File: config.mk
export PLATFORM = sky130hd
export DESIGN_NAME = sswx_core
export DESIGN_NICKNAME = d
export VERILOG_FILES = /design/src/core/sswx_pkg.sv /design/src/core/sswx_core.sv
export VERILOG_INCLUDE_DIRS = /design/src /design/src/core
export SDC_FILE = /design/constraint.sdc
export NUM_CORES = 2
export LEC_CHECK = 0
export BUFFER_PORTS_ARGS = -buffer_cell sky130_fd_sc_hd__buf_2
export CAP_MARGIN = 30
export CORE_ASPECT_RATIO = 1.2
export CORE_MARGIN = 5
export CORE_UTILIZATION = 42
export DETAILED_ROUTE_END_ITERATION = 16
export GPL_ROUTABILITY_DRIVEN = 0
export SYNTH_ARGS = -nofsm -noshare
export SYNTH_HDL_FRONTEND = slang
export SYNTH_SLANG_ARGS = --single-unit
File: constraint.sdc
create_clock -name pclk -period 8.5 [get_ports pclk]
set_clock_uncertainty 0.05 [all_clocks]
set_input_delay 0.85 -clock pclk [delete_from_list [all_inputs] [get_ports pclk]]
set_output_delay 0.85 -clock pclk [all_outputs]
set_load 0.005 [all_outputs]
File: src/core/sswx_defs.svh
`ifndef SSWX_DEFS_SVH
`define SSWX_DEFS_SVH

// register byte offsets
`define SSWX_OFS_CMD    12'h000
`define SSWX_OFS_ACC    12'h004
`define SSWX_OFS_STAT   12'h008
`define SSWX_OFS_DIR1   12'h00C
`define SSWX_OFS_DIR2   12'h010
`define SSWX_OFS_DIR3   12'h014

// file register window 0x200..0x3FC, one byte per word
`define SSWX_WIN_SEL    11:9
`define SSWX_WIN_BASE   3'h1
`define SSWX_WIN_IDX    8:2
`define SSWX_FILE_LAST  127

// direction register selectors
`define SSWX_DIR_SEL1   7'h05
`define SSWX_DIR_SEL2   7'h06
`define SSWX_DIR_SEL3   7'h07

// reset values
`define SSWX_ACC_RST    8'h00
`define SSWX_DIR_RST    8'hFF
`define SSWX_STAT_RST   3'h0
`define SSWX_CMD_RST    32'h0000_0007

// datapath field positions
`define SSWX_NIB_LO     3:0
`define SSWX_NIB_HI     7:4
`define SSWX_BYTE       7:0
`define SSWX_FULL_CY    8
`define SSWX_NIB_CY     4
`define SSWX_SUB_C      9
`define SSWX_SUB_DC     8
`define SSWX_STAT_BITS  2:0

`endif

File: src/core/sswx_pkg.sv
package sswx_pkg;

  typedef enum logic [2:0] {
    literal_minus_acc_op    = 3'h0,
    register_minus_acc_op   = 3'h1,
    subtract_with_borrow_op = 3'h2,
    nibble_exchange_op      = 3'h3,
    direction_load_op       = 3'h4,
    literal_xor_op          = 3'h5,
    register_xor_op         = 3'h6,
    no_op                   = 3'h7
  } sswx_op_type;

  typedef struct packed {
    logic [7:0]  rsvd_hi;
    logic [7:0]  literal;
    logic [4:0]  rsvd_mid;
    logic [6:0]  findex;
    logic        dest;
    sswx_op_type op;
  } sswx_cmd_type;

  typedef struct packed {
    logic z;
    logic dc;
    logic c;
  } sswx_flags_type;

endpackage

File: src/core/sswx_core.sv
// Chosen here: the APB interface to the registers and the register addresses.
`timescale 1ns/10ps
`include "sswx_defs.svh"

module sswx_core (
  input  wire logic        pclk,
  input  wire logic        presetn,
  input  wire logic        ce,
  input  wire logic        psel,
  input  wire logic        penable,
  input  wire logic        pwrite,
  input  wire logic [11:0] paddr,
  input  wire logic [31:0] pwdata,
  output logic      [31:0] prdata,
  output logic             pready,
  output logic             pslverr,
  output logic      [7:0]  port_one_direction,
  output logic      [7:0]  port_two_direction,
  output logic      [7:0]  port_three_direction
);

  logic [7:0]                file_q [0:`SSWX_FILE_LAST];
  logic [7:0]                acc_q;
  sswx_pkg::sswx_flags_type  flags_q;
  logic [7:0]                dir1_q;
  logic [7:0]                dir2_q;
  logic [7:0]                dir3_q;
  sswx_pkg::sswx_cmd_type    cmd_q;
  logic [31:0]               prdata_q;
  logic                      err_q;
  logic                      rdy_q;

  sswx_pkg::sswx_cmd_type    wcmd;
  logic                      in_win;
  logic [6:0]                win_idx;
  logic                      wr_en;
  logic                      exec;
  logic                      capture;
  logic [7:0]                fval;
  logic [9:0]                sub_r;
  logic [7:0]                res;
  sswx_pkg::sswx_flags_type  flags_d;
  logic                      to_acc;
  logic                      to_file;
  logic                      to_dir1;
  logic                      to_dir2;
  logic                      to_dir3;

  // two's complement a - b - !bin; returns {carry, nibble carry, result}
  function automatic logic [9:0] sub_fn(
    input logic [7:0] a,
    input logic [7:0] b,
    input logic       bin
  );
    logic [4:0] lo;
    logic [8:0] full;
    lo   = {1'h0, a[`SSWX_NIB_LO]} + {1'h0, ~b[`SSWX_NIB_LO]} + {4'h0, bin};
    full = {1'h0, a} + {1'h0, ~b} + {8'h00, bin};
    sub_fn = {full[`SSWX_FULL_CY], lo[`SSWX_NIB_CY], full[`SSWX_BYTE]};
  endfunction

  function automatic logic is_zero(input logic [7:0] v);
    is_zero = (v == 8'h00);
  endfunction

  function automatic logic is_dir_sel(input logic [6:0] f);
    is_dir_sel = (f == `SSWX_DIR_SEL1) || (f == `SSWX_DIR_SEL2) ||
                 (f == `SSWX_DIR_SEL3);
  endfunction

  // command accepted only for a legal operation and direction selector
  function automatic logic cmd_legal(input sswx_pkg::sswx_cmd_type c);
    logic ok;
    ok = 1'h1;
    if (c.op == sswx_pkg::no_op) begin
      ok = 1'h0;
    end
    if (c.op == sswx_pkg::direction_load_op && !is_dir_sel(c.findex)) begin
      ok = 1'h0;
    end
    cmd_legal = ok;
  endfunction

  // reserved command fields are stored as zero
  function automatic sswx_pkg::sswx_cmd_type cmd_clean(
    input sswx_pkg::sswx_cmd_type c
  );
    sswx_pkg::sswx_cmd_type r;
    r          = c;
    r.rsvd_hi  = 8'h00;
    r.rsvd_mid = 5'h00;
    cmd_clean  = r;
  endfunction

  assign wcmd    = sswx_pkg::sswx_cmd_type'(pwdata);
  assign in_win  = (paddr[`SSWX_WIN_SEL] == `SSWX_WIN_BASE);
  assign win_idx = paddr[`SSWX_WIN_IDX];
  assign fval    = file_q[wcmd.findex];

  // bus handshake: data captured in setup, answer in first access cycle
  assign pready  = psel & penable & rdy_q & ce;
  assign pslverr = err_q & pready;
  assign prdata  = prdata_q;
  assign wr_en   = pready & pwrite;
  assign exec    = wr_en & (paddr == `SSWX_OFS_CMD) & ~err_q;
  // setup cycle seen while idle: answer prepared for the access phase
  assign capture = ce & psel & ~rdy_q;

  assign port_one_direction   = dir1_q;
  assign port_two_direction   = dir2_q;
  assign port_three_direction = dir3_q;

  // operation datapath
  always_comb begin
    sub_r   = 10'h000;
    res     = 8'h00;
    flags_d = flags_q;
    to_acc  = 1'h0;
    to_file = 1'h0;
    to_dir1 = 1'h0;
    to_dir2 = 1'h0;
    to_dir3 = 1'h0;
    unique case (wcmd.op)
      sswx_pkg::literal_minus_acc_op: begin
        sub_r     = sub_fn(wcmd.literal, acc_q, 1'h1);
        res       = sub_r[`SSWX_BYTE];
        flags_d.c = sub_r[`SSWX_SUB_C];
        flags_d.dc = sub_r[`SSWX_SUB_DC];
        flags_d.z = is_zero(res);
        to_acc    = 1'h1;
      end
      sswx_pkg::register_minus_acc_op: begin
        sub_r     = sub_fn(fval, acc_q, 1'h1);
        res       = sub_r[`SSWX_BYTE];
        flags_d.c = sub_r[`SSWX_SUB_C];
        flags_d.dc = sub_r[`SSWX_SUB_DC];
        flags_d.z = is_zero(res);
        to_acc    = ~wcmd.dest;
        to_file   = wcmd.dest;
      end
      sswx_pkg::subtract_with_borrow_op: begin
        sub_r     = sub_fn(fval, acc_q, flags_q.c);
        res       = sub_r[`SSWX_BYTE];
        flags_d.c = sub_r[`SSWX_SUB_C];
        flags_d.dc = sub_r[`SSWX_SUB_DC];
        flags_d.z = is_zero(res);
        to_acc    = ~wcmd.dest;
        to_file   = wcmd.dest;
      end
      sswx_pkg::nibble_exchange_op: begin
        res     = {fval[`SSWX_NIB_LO], fval[`SSWX_NIB_HI]};
        to_acc  = ~wcmd.dest;
        to_file = wcmd.dest;
      end
      sswx_pkg::direction_load_op: begin
        res     = acc_q;
        to_dir1 = (wcmd.findex == `SSWX_DIR_SEL1);
        to_dir2 = (wcmd.findex == `SSWX_DIR_SEL2);
        to_dir3 = (wcmd.findex == `SSWX_DIR_SEL3);
      end
      sswx_pkg::literal_xor_op: begin
        res       = acc_q ^ wcmd.literal;
        flags_d.z = is_zero(res);
        to_acc    = 1'h1;
      end
      sswx_pkg::register_xor_op: begin
        res       = acc_q ^ fval;
        flags_d.z = is_zero(res);
        to_acc    = ~wcmd.dest;
        to_file   = wcmd.dest;
      end
      default: begin
        res = 8'h00;
      end
    endcase
  end

  // ready flag: set by a setup cycle, dropped when the access completes
  always_ff @(posedge pclk or negedge presetn) begin
    if (!presetn) begin
      rdy_q <= 1'h0;
    end else if (ce) begin
      if (pready) begin
        rdy_q <= 1'h0;
      end else if (capture) begin
        rdy_q <= 1'h1;
      end
    end
  end

  // bus setup capture: read data and error answer
  always_ff @(posedge pclk or negedge presetn) begin
    if (!presetn) begin
      err_q    <= 1'h0;
      prdata_q <= 32'h0000_0000;
    end else if (capture) begin
      err_q    <= 1'h0;
      prdata_q <= 32'h0000_0000;
      if (in_win) begin
        prdata_q <= {24'h000000, file_q[win_idx]};
      end else begin
        unique case (paddr)
          `SSWX_OFS_CMD: begin
            prdata_q <= cmd_q;
            err_q    <= pwrite & ~cmd_legal(wcmd);
          end
          `SSWX_OFS_ACC: begin
            prdata_q <= {24'h000000, acc_q};
          end
          `SSWX_OFS_STAT: begin
            prdata_q <= {29'h0000000, flags_q};
          end
          `SSWX_OFS_DIR1: begin
            prdata_q <= {24'h000000, dir1_q};
          end
          `SSWX_OFS_DIR2: begin
            prdata_q <= {24'h000000, dir2_q};
          end
          `SSWX_OFS_DIR3: begin
            prdata_q <= {24'h000000, dir3_q};
          end
          default: begin
            err_q <= 1'h1;
          end
        endcase
      end
    end
  end

  // last accepted command
  always_ff @(posedge pclk or negedge presetn) begin
    if (!presetn) begin
      cmd_q <= sswx_pkg::sswx_cmd_type'(`SSWX_CMD_RST);
    end else if (ce && exec) begin
      cmd_q <= cmd_clean(wcmd);
    end
  end

  // accumulator
  always_ff @(posedge pclk or negedge presetn) begin
    if (!presetn) begin
      acc_q <= `SSWX_ACC_RST;
    end else if (ce) begin
      if (exec && to_acc) begin
        acc_q <= res;
      end else if (wr_en && paddr == `SSWX_OFS_ACC) begin
        acc_q <= pwdata[`SSWX_BYTE];
      end
    end
  end

  // status flags
  always_ff @(posedge pclk or negedge presetn) begin
    if (!presetn) begin
      flags_q <= sswx_pkg::sswx_flags_type'(`SSWX_STAT_RST);
    end else if (ce) begin
      if (exec) begin
        flags_q <= flags_d;
      end else if (wr_en && paddr == `SSWX_OFS_STAT) begin
        flags_q <= sswx_pkg::sswx_flags_type'(pwdata[`SSWX_STAT_BITS]);
      end
    end
  end

  // port direction registers
  always_ff @(posedge pclk or negedge presetn) begin
    if (!presetn) begin
      dir1_q <= `SSWX_DIR_RST;
      dir2_q <= `SSWX_DIR_RST;
      dir3_q <= `SSWX_DIR_RST;
    end else if (ce && exec) begin
      if (to_dir1) begin
        dir1_q <= res;
      end
      if (to_dir2) begin
        dir2_q <= res;
      end
      if (to_dir3) begin
        dir3_q <= res;
      end
    end
  end

  // file registers, data only, not reset
  always_ff @(posedge pclk) begin
    if (ce) begin
      if (exec && to_file) begin
        file_q[wcmd.findex] <= res;
      end else if (wr_en && in_win) begin
        file_q[win_idx] <= pwdata[`SSWX_BYTE];
      end
    end
  end

endmodule

* Word level (Yosys, flattened, before mapping)
Memory sizes are Yosys's and may differ from the RTL's.
Index checks and enable logic that the tools add are counted.
** Word-level totals
- Flip-flop bits (word level) :: 88
- Bits in latches :: 0
- Memory bits (writable) :: 1024
- ROM bits :: 0
- Bits of input ports :: 50
- Output and inout bits :: 58
- Logic and storage cells :: 125
- Memories kept :: 1
** Operators by class
- Add/subtract/negate cells :: 10
- $mul :: 0
- Divide/modulo/power cells :: 0
- $lt $le $gt $ge :: 0
- Equality and inequality tests :: 18
- Shift-type cells :: 0
- Mux-type cells :: 33
- Bitwise gates (word level) :: 18
- Reductions and logical operators :: 31
** Memory list
- file_q :: words 128, width 8, rd ports 2, clocked after memory_dff 0, wr ports 1, RTL line sswx_core.sv:22 : logic [7:0] file_q [0:`SSWX_FILE_LAST];
** Operator list (number)
- $pmux 24 s6 :: 1
- $pmux 8 s7 :: 1
- $logic_not 8->1 :: 5
- $eq 12x4->1 const B :: 2
- $eq 12x5->1 const B :: 2
- $mux 24 :: 1
- $mux 8 :: 3
- $eq 7x3->1 const B :: 3
- $mux 1 :: 20
- $add 8x8->9 :: 2
- $add 9x1->9 const B :: 2
- $xor 8x8->8 :: 2
- $eq 12x3->1 const B :: 1
- $eq 3x3->1 const B :: 4
- $logic_not 12->1 :: 1
- $add 4x4->5 :: 2
- $add 5x1->5 const B :: 2
- $and 1x1->1 :: 10
- $reduce_and 2->1 :: 5
- $add 9x1->9 :: 1
- $not 8->8 :: 1
- $reduce_or 8->1 :: 1
- $logic_and 1x1->1 :: 7
- $mux 7 :: 1
- other kinds (19) :: 30

* Depth between registers and ports, before layout
- Depth after elaboration :: 13
- Gate-level depth with buffers :: 22
- Gate-level depth less buffers :: 18

* Least setup slack after synthesis
No wires, ideal clock.
- Path kind :: input to register
- Start point :: input port pwdata[4]
- End point :: memory file_q[0][5], data pin
- Library setup time :: 0.892 ns
- Arrival :: 8.282 ns
- Data required time :: 7.558 ns
- Setup slack :: -0.725 ns
- Stages on the path :: 19
- Buffers on the path :: 7
- Path through :: buf_6 -> buf_6 -> buf_6 -> buf_6 -> buf_4 -> mux4_2 -> a221oi_1 -> o21ai_0 -> and4_1 -> ha_1 -> xnor2_1 -> and3_1 -> clkbuf_1 -> and3_1 -> clkbuf_1 -> xnor2_1 -> o21ai_0 -> a211oi_2 -> a21oi_1
** On the way
- Word-level cells in the longest chain between the ends :: 5
- Elaborated cells on any way between the ends :: 7
- Those cells by class :: add/sub (3); mux (2); bitwise (1); memory (1)
** Ends and longest elaborated chain
- start, declared :: RTL line sswx_core.sv:13 : input wire logic [31:0] pwdata,
- $mem_v2 128x8 *
- $add 8x8->9 :: RTL line sswx_core.sv:58 : full = {1'h0, a} + {1'h0, ~b} + {8'h00, bin};
- $add 9x1->9 :: RTL line sswx_core.sv:58
- $pmux 8 s7 * :: RTL line sswx_core.sv:123 : unique case (wcmd.op)
- $mux 8 (no source line) *
- end, declared :: RTL line sswx_core.sv:22
Every way passes the cells marked *; elsewhere a longest branch is shown, timed or not.

* Worst setup path in the final report
- Start point :: input port pwdata[4]
- End point :: memory file_q[121][4], data pin
** On the way
- Word-level cells in the longest chain between the ends :: 5
- Elaborated cells on any way between the ends :: 7
- Those cells by class :: add/sub (3); mux (2); bitwise (1); memory (1)
** Ends and longest elaborated chain (RTL line)
- $mem_v2 128x8
- $add 8x8->9 :: sswx_core.sv:58
- $add 9x1->9 :: sswx_core.sv:58
- $pmux 8 s7 :: sswx_core.sv:123
- $mux 8 (no source line) *
Marks and branches as above.

==> metrics.md <==
| Metric | Value |
|---|---|
| Slew headroom | `25.2%` |
| Total Routing Usage GR | `24.6%` |
| Max-cap violations | `0` |
| Commonest non-fill, non-tap cell in the layout | `edfxtp_1` |
| Post-synthesis sequential area ratio | `61.0%` |
| Cell-by-cell trace of the critical path | `buf_8, buf_4, mux4_2, a22o_1, a221oi_1, o22ai_1, nor4_2, inv_2, ha_1, a21o_1, a21oi_1, xor2_1, o21ai_0, and3_1, o31ai_1, buf_4, a21oi_2, a21oi_4, buf_4` |
| Io pins | `108` |
| Hold Crit Start | `pwdata[22]` |
| Crit path DAT | `7.79 ns` |
| Final total power | `12.6 mW` |
| Multi-input gate area | `19,600 µm²` |
| Die Y | `401 µm` |
| FF+latch area | `32,700 µm²` |
| Post-DP HPWL | `113 mm` |
| Int Pwr | `9.48 mW` |
| Sw Share | `24.6%` |
| Synth cell types | `88` |
| Reg2reg end | `file_q[121][4]` |
| Status | `complete, no violations` |
| Most numerous cell on the critical path | `buf_4` |
| Crit-path slowest cell | `a21oi_4` |
| WP data required | `8.97 ns` |
| Max incr delay on CP | `0.70 ns` |
| RSZ-0062 raised after global routing | `false` |
| Hold path depth | `3` |
| Root buffer cell | `clkbuf_16` |
| Die Wd | `336 µm` |
| Die area | `135,000 µm²` |
| Period utilisation layout | `86.1%` |
| Post-DR vias/cell | `6.55` |
| Origin of the worst setup path | `pwdata[4]` |
| Most frequent cells in the layout | `edfxtp_1 (1,024), mux4_2 (555), nor2_1 (194)` |
| Setup_tns | `0 ns` |
| Core Box Area | `127,000 µm²` |
| Worst skew pair latency | `0.73 ns` |
| Router iterations before antenna repair | `7` |
| # clock sinks | `1,099` |
| Post-synth EDFFs | `1,024` |
| Share of synthesized flip-flops with an asynchronous set or reset | `6.82%` |
| Most used DFF post-synth | `edfxtp_1` |
| Reg2reg start | `file_q[59][1]` |
| Hold worst-path end | `cmd_q[22]` |
| Area Overhead vs Synth | `11.8%` |
| NetSw | `3.09 mW` |
| Post-synthesis register bit count | `1,099` |
| Pin count of the biggest net entering global routing | `129` |
| Max FO, Critical Path | `36` |
| FMAX | `137 MHz` |
| Slew Limit Fails | `0` |
| Sequential Power Share | `49.2%` |
| Fraction of layout cells with a size suffix above 1 | `32.1%` |
| Endpoints failing hold | `0` |
| TritonCTS Buffers | `103` |
| Row Count | `143` |
| Cells after Synth | `3,012` |
| Via Count | `31,900` |
| H-tree Lvls | `3` |
| Fillcell total | `10,600` |
| Post-DRT Antenna Nets | `0` |
| TritonCTS clock tree | `yes` |
| Mean routed wirelength per cell | `34.3 µm` |
| Post-layout nets | `3,192` |
| Reg clk slew, reported paths | `0.06 ns` |
| Clock power frac | `38.9%` |
| I/O Buffers | `81` |
| Fin crit period | `7.31 ns` |
| DRT iter0 DRCs | `3,862` |
| Grt ovf | `0` |
| R2R cell count | `18` |
| Avg Cell Area, Syn | `17.8 µm²` |
| Max VDD drop | `0.160 mV` |
| CP endpoint kind | `register` |
| # Post-CTS Setup Buffers | `0` |
| First-pass GRT wire length | `240 mm` |
| Comb pwr share | `11.9%` |
| Routed WL | `167 mm` |
| Crit path launch type | `input port` |
| Yosys warning total | `0` |
| Vias in the first global route | `33,000` |
| R2R setup slack | `1.98 ns` |
| Leak Pwr | `19.3 nW` |
| Final setup viols | `0` |
| Max Buffers Root-to-Sink | `3` |
| CP Class | `in -> reg` |
| Power Density | `210 nW/µm²` |
| Initial antenna violation count | `7` |
| Mapped cell area | `53,500 µm²` |
| Worst-margin pin slew | `1.11 ns` |
| Starting Density | `42.3%` |
| Min-delay worst type | `in -> reg` |
| DRC viols | `0` |
power by group through the flow:
| stage | Clock, mW | Sequential (mW) | Combinational [mW] |
|---|---|---|---|
| finish | 4.88 | 6.19 | 1.50 |
| detailed placement | 0 | 6.30 | 1.49 |
| CTS | 4.94 | 6.18 | 1.49 |
| global route | 5.16 | 6.18 | 1.57 |
| global placement | 0 | 6.30 | 1.43 |
| floorplan | 0 | 6.33 | 0.888 |
what timing repair did:
item | in CTS | in global routing
endpoints found under the hold margin | 0 | 2
hold buffers | 0 | 1
gates resized for setup | 0 | 0
area by class of cell:
| class | instances | share of cell area (%) |
|---|---|---|
| multi-input combinational | 1657 | 32.7 |
| clock inverter | 52 | 1.12 |
| tap | 1667 | 3.48 |
| clock buffer | 137 | 4.75 |
| inverter | 30 | 0.190 |
| antenna | 5 | 0.0209 |
| sequential | 1099 | 54.6 |
| timing repair buffer | 229 | 3.14 |
how the worst max path moves through the flow:
stage	endpoint	slack (ns)	cells after the start
floorplan	file_q[0][0]	0.20	16
global placement	file_q[92][4]	0.81	20
detailed placement	file_q[122][4]	0.72	20
CTS	file_q[92][4]	1.45	20
global route	file_q[125][4]	1.05	20
finish	file_q[121][4]	1.19	19
cell usage after synthesis, drive strengths merged (20+ instances only):
cell type | n | area [µm²]
a22o | 22 | 193
edfxtp | 1024 | 30700
nor3 | 25 | 140
inv | 28 | 105
nand3 | 37 | 190
dfstp | 27 | 709
a221oi | 24 | 229
o22ai | 35 | 219
buf | 147 | 980
mux4 | 558 | 12600
a22oi | 41 | 318
a21oi | 64 | 328
o21ai | 66 | 334
clkbuf | 91 | 342
mux2i | 103 | 1030
nand2 | 178 | 668
nor2 | 196 | 736
mux2 | 26 | 300
ha | 20 | 250
dfrtp | 48 | 1200
layer usage:
layer / share of wire, % / vias up / global-route usage, %
met5: 0.022 / - / 0
met4: 5.4 / 6 / 11.9
met3: 9.5 / 433 / 5.72
met2: 49 / 1838 / 40.3
met1: 36 / 16800 / 31.0
li1: - / 12800 / -
cells by family (layout without fill, tap and decap cells):
group	count (synthesis)	after routing	synth area share (%)
adder cells (fa/ha/maj)	22	22	0.542
buffers and inverters	268	448	2.68
multiplexers	687	687	26.0
AND/OR/NAND/NOR	542	542	4.61
XOR/XNOR	25	25	0.409
other	1	18	0.00700
flip-flops	1099	1099	61.0
AO/OA/AOI/OAI	368	368	4.78
state kept, by name, indices dropped and copies added (netlist names):
register              cells
file_q                 1024
cmd_q                    19
prdata                   19
acc_q                     8
port_one_direction        8
port_three_direction      8
port_two_direction        8
flags_q                   3
err_q                     1
rdy_q                     1
per-stage QoR:
stage	instance area (µm²)	setup WS (ns)	hold WS, ns	std cells	utilization, %
global route	59800	1.05	0.346	4871	47.2
detailed placement	56200	0.724	0.402	4670	44.4
CTS	59700	1.45	0.247	4859	47.2
finish	59900	1.19	0.337	4876	47.3
global placement	55800	0.806	0.409	4631	44.1
floorplan	53600	0.205	0.389	3024	-
critical path, delay by kind of cell:
kind | cells | cell delay, ns
adder cells (fa/ha/maj) | 1 | 0.34
multiplexers | 1 | 0.55
buffers and inverters | 5 | 1.58
AO/OA/AOI/OAI | 9 | 3.00
AND/OR/NAND/NOR | 2 | 0.79
XOR/XNOR | 1 | 0.51
(Power assumes the default switching activity.)
